===== src/logic/wadr_defines.svh =====
`ifndef WADR_DEFINES_SVH
`define WADR_DEFINES_SVH

// Timing figures in nanoseconds and the clock period they are counted in
`define WADR_CLK_PERIOD_NS 40
`define WADR_BLANK_TIME_NS 2000
`define WADR_OFF_TIME_NS 20000
// Least times round up to whole cycles
`define WADR_BLANK_CYCLES ((`WADR_BLANK_TIME_NS + `WADR_CLK_PERIOD_NS - 1) / `WADR_CLK_PERIOD_NS)
`define WADR_OFF_CYCLES ((`WADR_OFF_TIME_NS + `WADR_CLK_PERIOD_NS - 1) / `WADR_CLK_PERIOD_NS)
// Step sequencer: eight segments per electrical turn at half step
`define WADR_SEG_COUNT 8
`define WADR_TIMER_W 16
`define WADR_DAC_W 8

`endif


===== src/logic/wadr_pkg.sv =====
package wadr_pkg;

  // Bridge phase states, one-hot
  typedef enum logic [3:0] {
    WADR_DRIVE = 4'h1,
    WADR_SLOW  = 4'h2,
    WADR_FAST  = 4'h4,
    WADR_IDLE  = 4'h8
  } wadr_phase_type;

  // Bridge command to the power stage
  typedef struct packed {
    logic drive;
    logic slow_decay;
    logic fast_decay;
  } wadr_bridge_type;

endpackage : wadr_pkg


===== src/logic/wadr_regulator.sv =====
`timescale 1ns/10ps
`include "wadr_defines.svh"

module wadr_regulator #(
  parameter int unsigned BLANK_CYCLES = `WADR_BLANK_CYCLES,
  parameter int unsigned OFF_CYCLES = `WADR_OFF_CYCLES
) (
  // Clock and reset
  input wire logic i_clk_sys,
  input wire logic i_reset,
  // Step sequencing
  input wire logic i_step,
  input wire logic i_dir,
  input wire logic i_half_step,
  // Current comparator, asynchronous
  input wire logic i_above_target,
  // Outputs to the bridge and the target current DAC
  output wadr_pkg::wadr_bridge_type o_bridge,
  output logic [`WADR_DAC_W-1:0] o_target,
  output logic o_polarity
);

  // Whole state of the module
  typedef struct packed {
    logic [2:0] sync;
    logic above;
    wadr_pkg::wadr_phase_type phase;
    logic [`WADR_TIMER_W-1:0] timer;
    logic [2:0] seg;
    logic [`WADR_DAC_W-1:0] target;
    logic polarity;
    wadr_pkg::wadr_bridge_type bridge;
  } wadr_state_type;

  wadr_state_type state_q;
  wadr_state_type state_d;

  // Magnitude table of the eight half-step segments
  function automatic logic [`WADR_DAC_W-1:0] seg_level(input logic [2:0] seg);
    case (seg[1:0])
      2'h0: seg_level = 8'hb5;
      2'h1: seg_level = 8'hff;
      2'h2: seg_level = 8'hb5;
      default: seg_level = 8'h00;
    endcase
  endfunction : seg_level

  localparam logic [`WADR_TIMER_W-1:0] BLANK_LAST = `WADR_TIMER_W'(BLANK_CYCLES - 1);
  localparam logic [`WADR_TIMER_W-1:0] OFF_LAST = `WADR_TIMER_W'(OFF_CYCLES - 1);

  // Next state
  always_comb begin
    state_d = state_q;
    // Three stages; a change counts once the second and third agree
    state_d.sync = {state_q.sync[1:0], i_above_target};
    if (state_q.sync[2] == state_q.sync[1]) begin
      state_d.above = state_q.sync[2];
    end
    // Segment advance: full step moves two segments, half step one
    if (i_step) begin
      if (i_dir) begin
        state_d.seg = state_q.seg + (i_half_step ? 3'h1 : 3'h2);
      end else begin
        state_d.seg = state_q.seg - (i_half_step ? 3'h1 : 3'h2);
      end
    end
    state_d.target = seg_level(state_q.seg);
    state_d.polarity = state_q.seg[2];
    // Timer saturates so that a long drive never falls back into blanking
    if (state_q.timer != '1) begin
      state_d.timer = state_q.timer + `WADR_TIMER_W'(1);
    end
    case (state_q.phase)
      wadr_pkg::WADR_DRIVE: begin
        // Comparator ignored until blanking ends
        if (state_q.timer >= BLANK_LAST) begin
          if (state_q.above) begin
            if (state_q.timer == BLANK_LAST) begin
              state_d.phase = wadr_pkg::WADR_FAST;
            end else begin
              state_d.phase = wadr_pkg::WADR_SLOW;
            end
            state_d.timer = '0;
          end
        end
      end
      wadr_pkg::WADR_SLOW: begin
        if (state_q.timer >= OFF_LAST) begin
          state_d.timer = '0;
          if (state_q.above) begin
            state_d.phase = wadr_pkg::WADR_FAST;
          end else begin
            state_d.phase = wadr_pkg::WADR_DRIVE;
          end
        end
      end
      wadr_pkg::WADR_FAST: begin
        // Fast decay lasts only until the current reaches target
        if (!state_q.above) begin
          state_d.phase = wadr_pkg::WADR_SLOW;
          state_d.timer = '0;
        end
      end
      default: begin
        state_d.phase = wadr_pkg::WADR_DRIVE;
        state_d.timer = '0;
      end
    endcase
    // Bridge command follows the next phase; decay choice goes out on slow_decay and fast_decay
    state_d.bridge.drive = (state_d.phase == wadr_pkg::WADR_DRIVE);
    state_d.bridge.slow_decay = (state_d.phase == wadr_pkg::WADR_SLOW);
    state_d.bridge.fast_decay = (state_d.phase == wadr_pkg::WADR_FAST);
  end

  // State register
  always_ff @(posedge i_clk_sys) begin
    if (i_reset) begin
      state_q <= '{sync: 3'h0, above: 1'b0, phase: wadr_pkg::WADR_IDLE, timer: '0, seg: 3'h0,
                   target: 8'h00, polarity: 1'b0, bridge: '0};
    end else begin
      state_q <= state_d;
    end
  end

  assign o_bridge = state_q.bridge;
  assign o_target = state_q.target;
  assign o_polarity = state_q.polarity;
endmodule : wadr_regulator


===== config.mk =====
export PLATFORM = sky130hd
export DESIGN_NAME = wadr_regulator
export DESIGN_NICKNAME = d
export VERILOG_FILES = /design/src/logic/wadr_pkg.sv /design/src/logic/wadr_regulator.sv
export VERILOG_INCLUDE_DIRS = /design/src /design/src/logic
export SDC_FILE = /design/constraint.sdc
export NUM_CORES = 1
export LEC_CHECK = 0
export BUFFER_PORTS_ARGS = -buffer_cell sky130_fd_sc_hd__clkbuf_2
export CAP_MARGIN = 10
export CORE_ASPECT_RATIO = 0.75
export CORE_MARGIN = 3
export CORE_UTILIZATION = 30
export DETAILED_ROUTE_END_ITERATION = 12
export HOLD_SLACK_MARGIN = 0.08
export PLACE_DENSITY = 0.45
export SYNTH_ARGS = -nofsm -noshare
export SYNTH_HDL_FRONTEND = slang
export SYNTH_SLANG_ARGS = --single-unit

===== constraint.sdc =====
create_clock -name i_clk_sys -period 3.2 [get_ports i_clk_sys]
set_input_delay 0.32 -clock i_clk_sys [delete_from_list [all_inputs] [get_ports i_clk_sys]]
set_output_delay 0.32 -clock i_clk_sys [all_outputs]
set_load 0.05 [all_outputs]

==> out/results.txt <==
The number of cells produced by synthesis was 192. For the synthesized netlist net count, the log shows 203. Number of fill cells: 562. Cells fill 34.8% of the core in the end. The worst register-to-register path ends at state_q[19]. Across all setup checks in the final design, the least slack found is 1.05 ns. For this run, the top clock speed supported by timing is 466 MHz. Overall die width: 94.1 um. The critical path in this run is classified as reg -> reg.

The design draws 820 uW. For the worst-skew pair, the clock arrives at the later sink with an insertion delay of 0.29 ns. The worst hold path passes through 2 cells. The tools report the total die area as 0.00678 mm^2.

Total CTS buffers: 5. At the worst endpoint, the arrival time is 2.33 ns. After clock tree synthesis, the clock-pin slew on the worst setup and hold paths is 0.07 ns.

The number of port buffers was 17; the placer congestion estimate was 0.840. The core area came out at 0.00547 mm^2. Among all flip-flop cells after synthesis, the most frequent one is dfxtp_1. The proportion of netlist area held by the largest area contributor came out at 37.8%.

Number of distinct library cells after synthesis: 50. The number of top-level pins is 18, and the cell area power density is 431 mW/mm^2. The tools report the largest net degree at the start of global routing as 19.

The flow ran to the end, and the final reports show no timing, DRC or antenna violations. The data required time of the critical path came out at 3.39 ns. Averaged over all synthesized cells, the footprint is 9.09 um^2. For the proportion of synthesized chip area in sequential cells, the log shows 37.8%. Gates resized during post-CTS repair numbered 0. In the final layout, the share of cells above drive strength 1 is 22.9%. The cell taking the most area after synthesis is dfxtp_1. The logs give 948 um^2 for the area of the multi-input gates and 0 for the number of endpoints failing setup at the final stage. Dividing the detail-routed wire length by the instance count gives 12.7 um. At the pin with the least slew margin, the transition time is 0.588 ns. In this run the remaining antenna-violating nets after routing total 0. For this run, the number of Yosys warnings is 0. Max-cap violations in this run came to 0. The capture endpoint of the worst hold path is state_d[37]. The maximum net fanout on the critical path is 16. For the worst flop-to-flop path, the logic depth is 6. The layout net count was 212; the global-route wire length before repair was 6000 um. STA classifies the critical path endpoint as a register. Total detailed-routing wirelength: 3510 um. The longest clock path from root to sink contains 2 buffers. The run gives 1,372 as the via total after detailed routing. The placed wire-length estimate after detailed placement was 2620 um; the final antenna diode count was 0. Counting flops with a built-in enable in the synthesized netlist gives 0. After detailed routing, the number of remaining DRC violations is 0. Leaving out fill and tap cells, the most frequent cell in the layout is dfxtp_1. The tools report the number of DRC violations after detailed-routing iteration 0 as 61.

In this run the vertical extent of the chip is 72.1 um. The initial utilization of the core area, before any placement, comes to 31.9%. The number of hold buffers added after CTS was 0. Post-CTS timing repair inserted 0 buffers for setup. The tools report the final-report max-slew violation count as 0. Initial antenna violation count: 0.

The total number of placement rows is 23. In this run the clock root is driven by a clkbuf_8. The global route total overflow was 0.

The launch instance of the worst register-to-register path was state_q[28]. The tools report the kind of start point of the critical path as a register. By area the synthesized netlist is led by dfxtp_1 (38%), nor3_2 (5.2%), buf_4 (4.7%), a21oi_1 (4.3%), nor3_1 (4.0%). The clock period could shrink to 2.15 ns.

Register bit total from synthesis: 33. The H-tree was split into 2 levels. After detailed routing, the number of vias per cell comes to 4.97. CTS saw 33 sinks. The worst hold path belongs to the class in -> reg. OpenSTA, run right after detailed placement, puts the worst setup slack at 1.08 ns. TritonCTS built the clock tree. In the layout the commonest cells are dfxtp_1 (33), clkbuf_2 (17), a21oi_1 (15). Across all register-to-register paths, the minimum setup slack is 1.05 ns.

The logs give 1,287 for the number of global-route vias before repair and 6 for the number of search-and-repair iterations in the first detailed-routing pass. IR analysis of the VDD net gives a maximum drop of 159 uV. The cell area after synthesis was 0.00175 mm^2; the area occupied by registers was 661 um^2. Setup total negative slack on the finished layout was measured at 0 ns. The worst pin sits at a relative slew slack of 60.5%. In this run the most critical hold path is launched from i_above_target. Of all flip-flops after synthesis, the portion carrying an async set or reset was 0%.

For the hold violation total from the final report, the log shows 0. The tools report the clock skew as 0.00850 ns. Across every metal layer, demand over resource in global routing totals 11.3%. The area growth from synthesis to layout is 9.10%. For this design the static power due to leakage is 0.630 nW. Setup repair after global routing left no endpoint under its margin. The worst path uses 67.1% of the clock period.
==> worst max-delay path, cell delays in order (launching register included) <==
cell      delay (ns)
dfxtp_1         0.35
nor4_1          0.53
o211ai_1        0.26
nor2b_1         0.29
a311oi_4        0.07
buf_4           0.24
nor4_1          0.30
==> cell type report <==
type	instances	area share [%]
clock buffers	7	4.53
well taps	75	4.93
inverters	4	0.788
multi-input cells	138	49.8
flip-flops and latches	33	34.7
repair buffers	19	5.26
==> cell usage after synthesis, drive strengths merged (2+ instances only) <==
cell type	count
a21oi	15
a31oi	4
and3	4
and4	2
buf	15
clkbuf	2
dfxtp	33
ha	4
inv	4
mux2i	5
nand2	12
nand3	9
nand4	2
nor2	11
nor2b	5
nor3	23
nor3b	2
nor4	5
o211ai	4
o21ai	3
or2b	2
xnor2	7
xor2	3
==> state kept, by name (all words and copies together) (netlist names) <==
signal and count:
state_d 3, o_bridge 3, o_target 2, o_polarity 1
state_q 24
==> kinds of logic after synthesis <==
group | synth area share, %
adders and majority gates | 4.01
muxes | 2.87
AOI/OAI and AO/OA | 12.7
DFF | 37.8
buffers and inverters | 7.81
xor gates and xnor gates | 5.02
and+or+nand+nor | 29.8
==> per-layer routing <==
metal / track usage, % / share of wire (%)
met1: 14.9 / 50
met3: 3.42 / 3.9
met2: 17.2 / 44
met5: 0 / 0
met4: 5.29 / 1.6
==> report_power, final <==
part	internal, mW	switching [mW]	leakage, nW
combinational	0.0232	0.0542	0.317
sequential	0.422	0.00870	0.269
clock	0.170	0.142	0.0443
==> how the worst max path moves through the flow <==
stage,startpoint,endpoint
4_1_cts,state_q[28],state_q[19]
3_3_place_gp,state_q[15],state_q[19]
2_1_floorplan,state_q[15],state_q[18]
5_1_grt,state_q[15],state_q[23]
6_report,state_q[28],state_q[19]
3_5_place_dp,state_q[15],state_q[23]
==> metrics by stage <==
stage,hold slack [ns],instance area (um^2),instances
final,0.248,1900,276
after global routing,0.270,1900,276
after CTS,0.242,1900,276
after detailed placement,0.431,1820,269
after global placement,0.420,1820,269
after floorplan,0.414,1750,192
No activity file was read; power rests on OpenSTA's default activity.
